File: config.mk
export PLATFORM = sky130hd
export DESIGN_NAME = ptm_top
export DESIGN_NICKNAME = d
export VERILOG_FILES = /design/src/pkg/ptm_pkg.sv /design/src/rtl/ptm_cmp.sv /design/src/rtl/ptm_top.sv
export VERILOG_INCLUDE_DIRS = /design/src /design/src/pkg
export SDC_FILE = /design/constraint.sdc
export NUM_CORES = 1
export LEC_CHECK = 0
export ABC_AREA = 1
export BUFFER_PORTS_ARGS = -buffer_cell sky130_fd_sc_hd__buf_4
export CORE_MARGIN = 8
export CORE_UTILIZATION = 37
export CTS_BUF_LIST = sky130_fd_sc_hd__clkbuf_16
export DETAILED_ROUTE_END_ITERATION = 8
export GPL_TIMING_DRIVEN = 0
export PLACE_DENSITY = 0.69
export SYNTH_ARGS = -nofsm -noshare
export SYNTH_HDL_FRONTEND = slang
export SYNTH_HIERARCHICAL = 1
export SYNTH_SLANG_ARGS = --single-unit
File: constraint.sdc
create_clock -name clk -period 1.7 [get_ports clk]
set_input_delay 0.34 -clock clk [delete_from_list [all_inputs] [get_ports clk]]
set_output_delay 0.34 -clock clk [all_outputs]
set_load 0.01 [all_outputs]
File: src/pkg/ptm_cfg.svh
`ifndef PTM_CFG_SVH
`define PTM_CFG_SVH

// ----------------------------------------
// register byte offsets
// ----------------------------------------
`define PTM_OFF_CTRL0 12'h000
`define PTM_OFF_CTRL1 12'h004
`define PTM_OFF_CMPA_LO 12'h008
`define PTM_OFF_CMPA_HI 12'h00c
`define PTM_OFF_PER_LO 12'h010
`define PTM_OFF_PER_HI 12'h014
`define PTM_OFF_STATUS 12'h018

// ----------------------------------------
// field positions
// ----------------------------------------
`define PTM_CTRL0_RUN 0
`define PTM_CTRL1_MODE_LO 6
`define PTM_CTRL1_ACT_LO 4
`define PTM_CTRL1_INIT 3
`define PTM_CTRL1_INV 2
`define PTM_CTRL1_CLRSEL 0
`define PTM_STAT_FLAG_A 0
`define PTM_STAT_FLAG_P 1
`define PTM_STAT_OUT 2

// ----------------------------------------
// reset values and counts
// ----------------------------------------
`define PTM_RST_CTRL0 8'h00
`define PTM_RST_CTRL1 8'h00
`define PTM_RST_CMP 10'h000
`define PTM_CNT_MAX 10'h3ff
`define PTM_CNT_ONE 10'h001

`endif

File: src/pkg/ptm_pkg.sv
package ptm_pkg;

    // ----------------------------------------
    // modes and output actions
    // ----------------------------------------
    typedef enum logic [1:0] {
        PTM_MODE_CMP = 2'h0,
        PTM_MODE_CAP = 2'h1,
        PTM_MODE_PWM = 2'h2,
        PTM_MODE_TMR = 2'h3
    } ptm_mode_t;

    typedef enum logic [1:0] {
        PTM_ACT_NONE = 2'h0,
        PTM_ACT_LOW = 2'h1,
        PTM_ACT_HIGH = 2'h2,
        PTM_ACT_TOG = 2'h3
    } ptm_act_t;

    // ----------------------------------------
    // register index from address decode
    // ----------------------------------------
    typedef enum logic [2:0] {
        PTM_REG_CTRL0 = 3'h0,
        PTM_REG_CTRL1 = 3'h1,
        PTM_REG_CMPA_LO = 3'h2,
        PTM_REG_CMPA_HI = 3'h3,
        PTM_REG_PER_LO = 3'h4,
        PTM_REG_PER_HI = 3'h5,
        PTM_REG_STATUS = 3'h6,
        PTM_REG_NONE = 3'h7
    } ptm_reg_t;

    // ----------------------------------------
    // whole state of the timer top except the reset release flops
    // ----------------------------------------
    typedef struct packed {
        logic run;
        logic run_prev;
        logic pin_prev;
        ptm_mode_t mode;
        ptm_act_t act;
        logic init;
        logic inv;
        logic clr_sel;
        logic [9:0] cmp_a;
        logic [9:0] per;
        logic [9:0] cnt;
        logic flag_a;
        logic flag_p;
        logic out;
        logic pready;
        logic pslverr;
        logic [31:0] prdata;
        logic pin_o;
        logic pin_oe;
    } ptm_state_t;

endpackage

File: src/rtl/ptm_cmp.sv
`timescale 1ns/1ps
`include "ptm_cfg.svh"

module ptm_cmp (
    // counter and compare values
    input logic [9:0] cnt,
    input logic [9:0] per,
    input logic [9:0] cmp_a,
    // match results
    output logic p_hit,
    output logic a_hit,
    output logic duty_on
);

    // ----------------------------------------
    // comparators
    // ----------------------------------------
    // period zero wraps to the full count
    assign p_hit = (cnt == per - `PTM_CNT_ONE);
    // compare value zero never matches
    assign a_hit = (cmp_a != `PTM_RST_CMP) && (cnt == cmp_a - `PTM_CNT_ONE);
    assign duty_on = ((per != `PTM_RST_CMP) && (cmp_a >= per)) || (cnt < cmp_a);

endmodule

File: src/rtl/ptm_top.sv
`timescale 1ns/1ps
`include "ptm_cfg.svh"

// Summary of operation
// - mode 00: compare-match output, counts while running
// - clear-select low: clear on P, both flags
// - clear-select high: clear on A, no P flag
// - compare A zero: wrap at 3FF, no A flag
// - output changes only on A match or run rise
// - action field: high, low, toggle, or none
// - run rising edge loads initial output level
// - mode 11: same as compare, pin undriven
// - mode 10: period clears counter, A sets duty
// - period 1..1023 counts, zero gives 1024
// - duty at or above period: 100 percent
// - PWM raises A and P flags on matches, no P flag in single pulse
// - action forces or enables PWM; level, invert
// - PWM counting continues with action 00 or 01
// - mode 10 with action 11: single pulse
// - run rise or pin edge starts pulse
// - A match or run clear ends pulse
// - single pulse: counter zeroed on run rise
// - period value split low byte, two high bits
// - invert bit flips output in modes 00 and 10 only, not in capture or timer mode
module ptm_top (
    // clock and reset
    input logic clk,
    input logic rst_b,
    // apb slave
    input logic psel,
    input logic penable,
    input logic pwrite,
    input logic [11:0] paddr,
    input logic [31:0] pwdata,
    output logic pready,
    output logic [31:0] prdata,
    output logic pslverr,
    // pins
    input logic ext_clk_pin,
    output logic timer_out,
    output logic timer_out_oe
);

    // ----------------------------------------
    // reset release
    // ----------------------------------------
    logic rst_meta_b_q;
    logic rst_b_q;

    always_ff @(posedge clk or negedge rst_b) begin
        if (!rst_b) begin
            rst_meta_b_q <= 1'b0;
            rst_b_q <= 1'b0;
        end else begin
            rst_meta_b_q <= 1'b1;
            rst_b_q <= rst_meta_b_q;
        end
    end

    // ----------------------------------------
    // decode
    // ----------------------------------------
    function automatic ptm_pkg::ptm_reg_t reg_idx(input logic [11:0] a);
        case (a)
            `PTM_OFF_CTRL0: reg_idx = ptm_pkg::PTM_REG_CTRL0;
            `PTM_OFF_CTRL1: reg_idx = ptm_pkg::PTM_REG_CTRL1;
            `PTM_OFF_CMPA_LO: reg_idx = ptm_pkg::PTM_REG_CMPA_LO;
            `PTM_OFF_CMPA_HI: reg_idx = ptm_pkg::PTM_REG_CMPA_HI;
            `PTM_OFF_PER_LO: reg_idx = ptm_pkg::PTM_REG_PER_LO;
            `PTM_OFF_PER_HI: reg_idx = ptm_pkg::PTM_REG_PER_HI;
            `PTM_OFF_STATUS: reg_idx = ptm_pkg::PTM_REG_STATUS;
            default: reg_idx = ptm_pkg::PTM_REG_NONE;
        endcase
    endfunction

    ptm_pkg::ptm_state_t s_q;
    ptm_pkg::ptm_state_t s_d;
    ptm_pkg::ptm_reg_t sel;
    logic p_hit;
    logic a_hit;
    logic duty_on;
    logic acc_wr;
    logic run_rise;
    logic ext_rise;
    logic cmp_like;
    logic single;
    logic evt_a;
    logic evt_p;

    ptm_cmp u_cmp (
        .cnt(s_q.cnt),
        .per(s_q.per),
        .cmp_a(s_q.cmp_a),
        .p_hit(p_hit),
        .a_hit(a_hit),
        .duty_on(duty_on)
    );

    assign sel = reg_idx(paddr);
    assign acc_wr = psel & penable & s_q.pready & pwrite;
    assign run_rise = s_q.run & ~s_q.run_prev;
    assign ext_rise = ext_clk_pin & ~s_q.pin_prev;
    assign cmp_like = (s_q.mode == ptm_pkg::PTM_MODE_CMP) || (s_q.mode == ptm_pkg::PTM_MODE_TMR);
    assign single = (s_q.mode == ptm_pkg::PTM_MODE_PWM) && (s_q.act == ptm_pkg::PTM_ACT_TOG);

    // ----------------------------------------
    // next state
    // ----------------------------------------
    always_comb begin
        s_d = s_q;
        s_d.run_prev = s_q.run;
        s_d.pin_prev = ext_clk_pin;
        // match events
        // stale count at pulse start must not end the pulse
        evt_a = s_q.run && a_hit && (s_q.mode != ptm_pkg::PTM_MODE_CAP)
            && !(single && run_rise);
        evt_p = s_q.run && p_hit && !single && (s_q.mode != ptm_pkg::PTM_MODE_CAP)
            && !(cmp_like && s_q.clr_sel);
        // apb answer, one wait state
        s_d.pready = 1'b0;
        s_d.pslverr = 1'b0;
        if (psel && penable && !s_q.pready) begin
            s_d.pready = 1'b1;
            s_d.pslverr = (sel == ptm_pkg::PTM_REG_NONE);
            s_d.prdata = 32'h0000_0000;
            if (!pwrite) begin
                case (sel)
                    ptm_pkg::PTM_REG_CTRL0: s_d.prdata[`PTM_CTRL0_RUN] = s_q.run;
                    ptm_pkg::PTM_REG_CTRL1: s_d.prdata[7:0] =
                        {s_q.mode, s_q.act, s_q.init, s_q.inv, 1'b0, s_q.clr_sel};
                    ptm_pkg::PTM_REG_CMPA_LO: s_d.prdata[7:0] = s_q.cmp_a[7:0];
                    ptm_pkg::PTM_REG_CMPA_HI: s_d.prdata[1:0] = s_q.cmp_a[9:8];
                    ptm_pkg::PTM_REG_PER_LO: s_d.prdata[7:0] = s_q.per[7:0];
                    ptm_pkg::PTM_REG_PER_HI: s_d.prdata[1:0] = s_q.per[9:8];
                    ptm_pkg::PTM_REG_STATUS: s_d.prdata[2:0] = {s_q.out, s_q.flag_p, s_q.flag_a};
                    default: s_d.prdata = 32'h0000_0000;
                endcase
            end
        end
        // register writes
        if (acc_wr) begin
            case (sel)
                ptm_pkg::PTM_REG_CTRL0: s_d.run = pwdata[`PTM_CTRL0_RUN];
                ptm_pkg::PTM_REG_CTRL1: begin
                    s_d.mode = ptm_pkg::ptm_mode_t'(pwdata[`PTM_CTRL1_MODE_LO +: 2]);
                    s_d.act = ptm_pkg::ptm_act_t'(pwdata[`PTM_CTRL1_ACT_LO +: 2]);
                    s_d.init = pwdata[`PTM_CTRL1_INIT];
                    s_d.inv = pwdata[`PTM_CTRL1_INV];
                    s_d.clr_sel = pwdata[`PTM_CTRL1_CLRSEL];
                end
                ptm_pkg::PTM_REG_CMPA_LO: s_d.cmp_a[7:0] = pwdata[7:0];
                ptm_pkg::PTM_REG_CMPA_HI: s_d.cmp_a[9:8] = pwdata[1:0];
                ptm_pkg::PTM_REG_PER_LO: s_d.per[7:0] = pwdata[7:0];
                ptm_pkg::PTM_REG_PER_HI: s_d.per[9:8] = pwdata[1:0];
                ptm_pkg::PTM_REG_STATUS: begin
                    s_d.flag_a = s_q.flag_a & ~pwdata[`PTM_STAT_FLAG_A];
                    s_d.flag_p = s_q.flag_p & ~pwdata[`PTM_STAT_FLAG_P];
                end
                default: s_d.run = s_q.run;
            endcase
        end
        // flags, set wins over clear
        if (evt_a) begin
            s_d.flag_a = 1'b1;
        end
        if (evt_p) begin
            s_d.flag_p = 1'b1;
        end
        // counter
        if (single) begin
            if (run_rise) begin
                s_d.cnt = `PTM_RST_CMP;
            end else if (s_q.run) begin
                s_d.cnt = s_q.cnt + `PTM_CNT_ONE;
            end
            if (evt_a) begin
                s_d.run = 1'b0;
            end
            if (ext_rise) begin
                s_d.run = 1'b1;
            end
        end else if (s_q.run) begin
            if (cmp_like && s_q.clr_sel) begin
                // compare zero never hits, so counter wraps past max
                s_d.cnt = a_hit ? `PTM_RST_CMP : s_q.cnt + `PTM_CNT_ONE;
            end else begin
                s_d.cnt = p_hit ? `PTM_RST_CMP : s_q.cnt + `PTM_CNT_ONE;
            end
        end
        // output level
        if (cmp_like) begin
            if (run_rise) begin
                s_d.out = s_q.init;
            end else if (evt_a) begin
                case (s_q.act)
                    ptm_pkg::PTM_ACT_LOW: s_d.out = 1'b0;
                    ptm_pkg::PTM_ACT_HIGH: s_d.out = 1'b1;
                    ptm_pkg::PTM_ACT_TOG: s_d.out = ~s_q.out;
                    default: s_d.out = s_q.out;
                endcase
            end
        end else if (single) begin
            // active from the edge that zeroes the counter, so width equals compare A
            s_d.out = s_d.run && s_q.run;
        end else if (s_q.mode == ptm_pkg::PTM_MODE_PWM) begin
            case (s_q.act)
                ptm_pkg::PTM_ACT_LOW: s_d.out = 1'b1;
                ptm_pkg::PTM_ACT_HIGH: s_d.out = s_q.run && duty_on;
                default: s_d.out = 1'b0;
            endcase
        end
        // pin from next state
        case (s_d.mode)
            ptm_pkg::PTM_MODE_CMP: begin
                s_d.pin_o = s_d.out ^ s_d.inv;
                s_d.pin_oe = 1'b1;
            end
            ptm_pkg::PTM_MODE_PWM: begin
                s_d.pin_o = (s_d.out ? s_d.init : ~s_d.init) ^ s_d.inv;
                s_d.pin_oe = 1'b1;
            end
            default: begin
                s_d.pin_o = 1'b0;
                s_d.pin_oe = 1'b0;
            end
        endcase
    end

    // ----------------------------------------
    // state register
    // ----------------------------------------
    always_ff @(posedge clk or negedge rst_b_q) begin
        if (!rst_b_q) begin
            s_q <= '0;
        end else begin
            s_q <= s_d;
        end
    end

    assign pready = s_q.pready;
    assign prdata = s_q.prdata;
    assign pslverr = s_q.pslverr;
    assign timer_out = s_q.pin_o;
    assign timer_out_oe = s_q.pin_oe;
endmodule

==> impl_metrics.ini <==
[status]
status = finished, violations left
violations = setup timing

[floorplanning]
die_area_sq_mm = 0.0157
rows = 40
core_area_sq_mm = 0.0118
start_util = 0.374
die_h_um = 125
io_pins = 86
dieWidth_um = 125

[routing]
firstDrtPassIters = 6
wl_per_cell_um = 14.2
drt_iter0_drc = 280
drt-vias-per-instance = 4.89
vias = 4199
drc = 0
ant_nets = 0
wirelength_mm = 12.2

[min_path]
holdPathStages = 1
min_to = s_q[76]
hold_class = in2reg
hold_start = ext_clk_pin

[timing]
fin_ws_ns = -0.669
rsz0062_at_grt = yes
worst_slew_margin_rel = 0.204
worst_slew_pin_slew_ns = 1.19
finClkSkew_ns = 0.00875
period_minus_slack_ns = 2.37
slew_violations = 0
period_share = 1.39
setup_viol = 15
fmax_mhz = 422
hold_viol_final = 0

[power_and_ir_drop]
ir_drop_v = 0.000494
p_per_area_mw_per_mm2 = 575
power_mw = 3.31
p_leak_nw = 2.99

[synthesis]
synth.largest_area_cell = dfrtp_1
synth_top_area_frac = 0.323
ys.flop_type = dfrtp_1
synth_edf_count = 0
netlist_area_sq_mm = 0.00441
syn_avg_cell_area_sq_um = 7.39
yosys-top-cells-area = dfrtp_1 (32%), nand2_1 (12%), ha_1 (7.9%), inv_1 (5.7%), buf_4 (5.4%)
seq_area_frac_synth = 0.323
synth-warning-count = 6
synthDistinctLibCells = 44
ys_seq_elements = 57
synth_cells = 597
async_flop_share = 1.00

[clock_network]
cts_max_level = 3
clock_latency_ns = 0.33
cts_tree = yes
clkSinkCount = 57
cts_root_buf = clkbuf_16
clk_pin_slew_ns = 0.05
cts.path.max_buffers = 2
cts-buffers-inserted = 9

[critical_path]
cp_slowest_cell = dfrtp_2
path_class = reg2reg
worstPathMaxFanout = 4
crit_chain = clkinv_4 > ha_4 > nor2_1 > nor2_1 > nand2_1 > nor2_2 > nand3_2 > nor2_1 > nand2_1 > nor2_4 > nand3_2 > nand2_1 > nand3_1 > o211ai_1 > buf_4 > nand3_2 > a21oi_2
end_kind = flop
r2r-end = timer_out
crit_family = simple AND/OR/NAND/NOR gates
start_kind = flop
reg2reg_depth = 17
crit_buf_inv = 2
r2r_start = s_q[60]
crit_arrival_ns = 2.63
timing.reg2reg.setup_slack_ns = -0.67
critPathRequiredTime_ns = 1.96
cp_slowest_stage_delay_ns = 0.40

[placed_design]
dp_slack_ns = -0.826
hpwl_mm = 8.92
dpl.cell_count = 804
place.gp.congestion = 0.891
port_buffers = 37

[global_route]
grt_pass1_wl_mm = 20.0
grt_max_degree = 56
grt_pass1_vias = 4245
grt.total_usage = 0.157
antenna_found_initial = 0
grt_overflow = 0

[cells_and_area]
n_fill_cell = 1105
antenna_cells = 0
drive_gt1_frac = 0.326
layoutNonFillerInstCount = 858
syn_to_final_growth_pct = 30.5
nets = 785

[run]
drv_cap = 0
[report_power, final]
part | internal (mW) | switching [mW]
clock network | 1.11 | 0.615
logic | 0.0917 | 0.0990
registers | 1.37 | 0.0272
[metal layers]
metal	track usage	part of all wire	vias up
met5	0	0	-
met4	0.0924	0.038	0
met3	0.0323	0.051	32
met2	0.270	0.50	140
met1	0.177	0.41	1918
li1	-	-	2109
[kinds of logic (layout without fill, tap and decap cells)]
| kind of cell | Yosys count | after routing | share of synthesized area |
|---|---|---|---|
| compound gates | 78 | 78 | 0.101 |
| xor+xnor | 20 | 20 | 0.0428 |
| fa+ha+maj | 28 | 28 | 0.0794 |
| buf+inv | 118 | 209 | 0.130 |
| flops | 57 | 57 | 0.323 |
| mux | 1 | 1 | 0.00227 |
| other cells | 2 | 25 | 0.00170 |
| simple gates | 293 | 293 | 0.320 |
[state kept, by name, summed over array words and instances (netlist names)]
register,count
pready,1
timer_out,1
s_d,1
pslverr,1
rst_b_q,1
s_q,42
rst_meta_b_q,1
timer_out_oe,1
prdata,8
[layout make-up]
cell class	count	area (sq um)	area share
multi-input combinational	445	2670	0.463
sequential	57	1460	0.253
timing repair buffer	76	573	0.0995
inverter	82	324	0.0563
buffer	36	265	0.0461
clock buffer	9	225	0.0391
tap	147	184	0.0319
clock inverter	6	60.1	0.0104
[per-stage QoR]
stage,cell area (sq um),hold slack [ns],TNS [ns],utilization
CTS,5680,0.115,-6.00,0.481
floorplan,4540,0.0444,-2.35,-
finish,5760,0.131,-7.33,0.487
global placement,5000,0.124,-8.62,0.423
detailed placement,5000,0.125,-9.58,0.423
global route,5760,0.121,-9.38,0.487
[Yosys cell counts (all sizes together), types with 2 or more instances]
| cell type | count |
|---|---|
| nor3 | 10 |
| inv | 78 |
| dfrtp | 57 |
| o21a | 3 |
| a22o | 3 |
| a21oi | 16 |
| ha | 28 |
| o31ai | 3 |
| o211ai | 6 |
| nand2 | 157 |
| nand3 | 44 |
| xnor2 | 8 |
| nor2 | 61 |
| xor2 | 11 |
| buf | 35 |
| o21ai | 44 |
| conb | 2 |
| nand4 | 17 |
| clkinv | 4 |
[timing repair]
action | 4_1_cts | 5_1_grt
setup buffers | 35 | 3
endpoints found under the hold margin | 2 | 0
resized for setup | 48 | 14
pin swaps | 9 | 5
hold buffers | 1 | 0
endpoints found under the setup margin | 15 | 15
[worst max-delay path by stage]
stage,startpoint,cells after the start,endpoint,slack (ns)
2_1_floorplan,s_q[39],18,timer_out,-0.35
3_3_place_gp,s_q[58],13,timer_out,-0.78
3_5_place_dp,s_q[58],13,timer_out,-0.83
4_1_cts,s_q[66],12,timer_out,-0.57
5_1_grt,s_q[59],18,timer_out,-0.83
6_report,s_q[60],17,timer_out,-0.67
[layout by cell type, fill, tap and decap left out, types with 4 or more instances in the layout]
cell type and count:
clkbuf_16 9, nor2_2 5, nor2_1 43, dfrtp_1 32
o21ai_0 26, nand3_1 36, conb_1 25, ha_4 4
nor3_1 5, nand2_2 16, o211ai_1 6, inv_1 61
buf_4 107, o21ai_2 4, inv_2 15, clkinv_2 4
nor3_2 4, ha_1 24, nand2_1 139, nor2_4 10
nand4_1 17, dfrtp_2 25, o21ai_1 14, xor2_1 11
xnor2_1 8, nand3_2 6, a21oi_1 14
(Power assumes the default switching activity.)
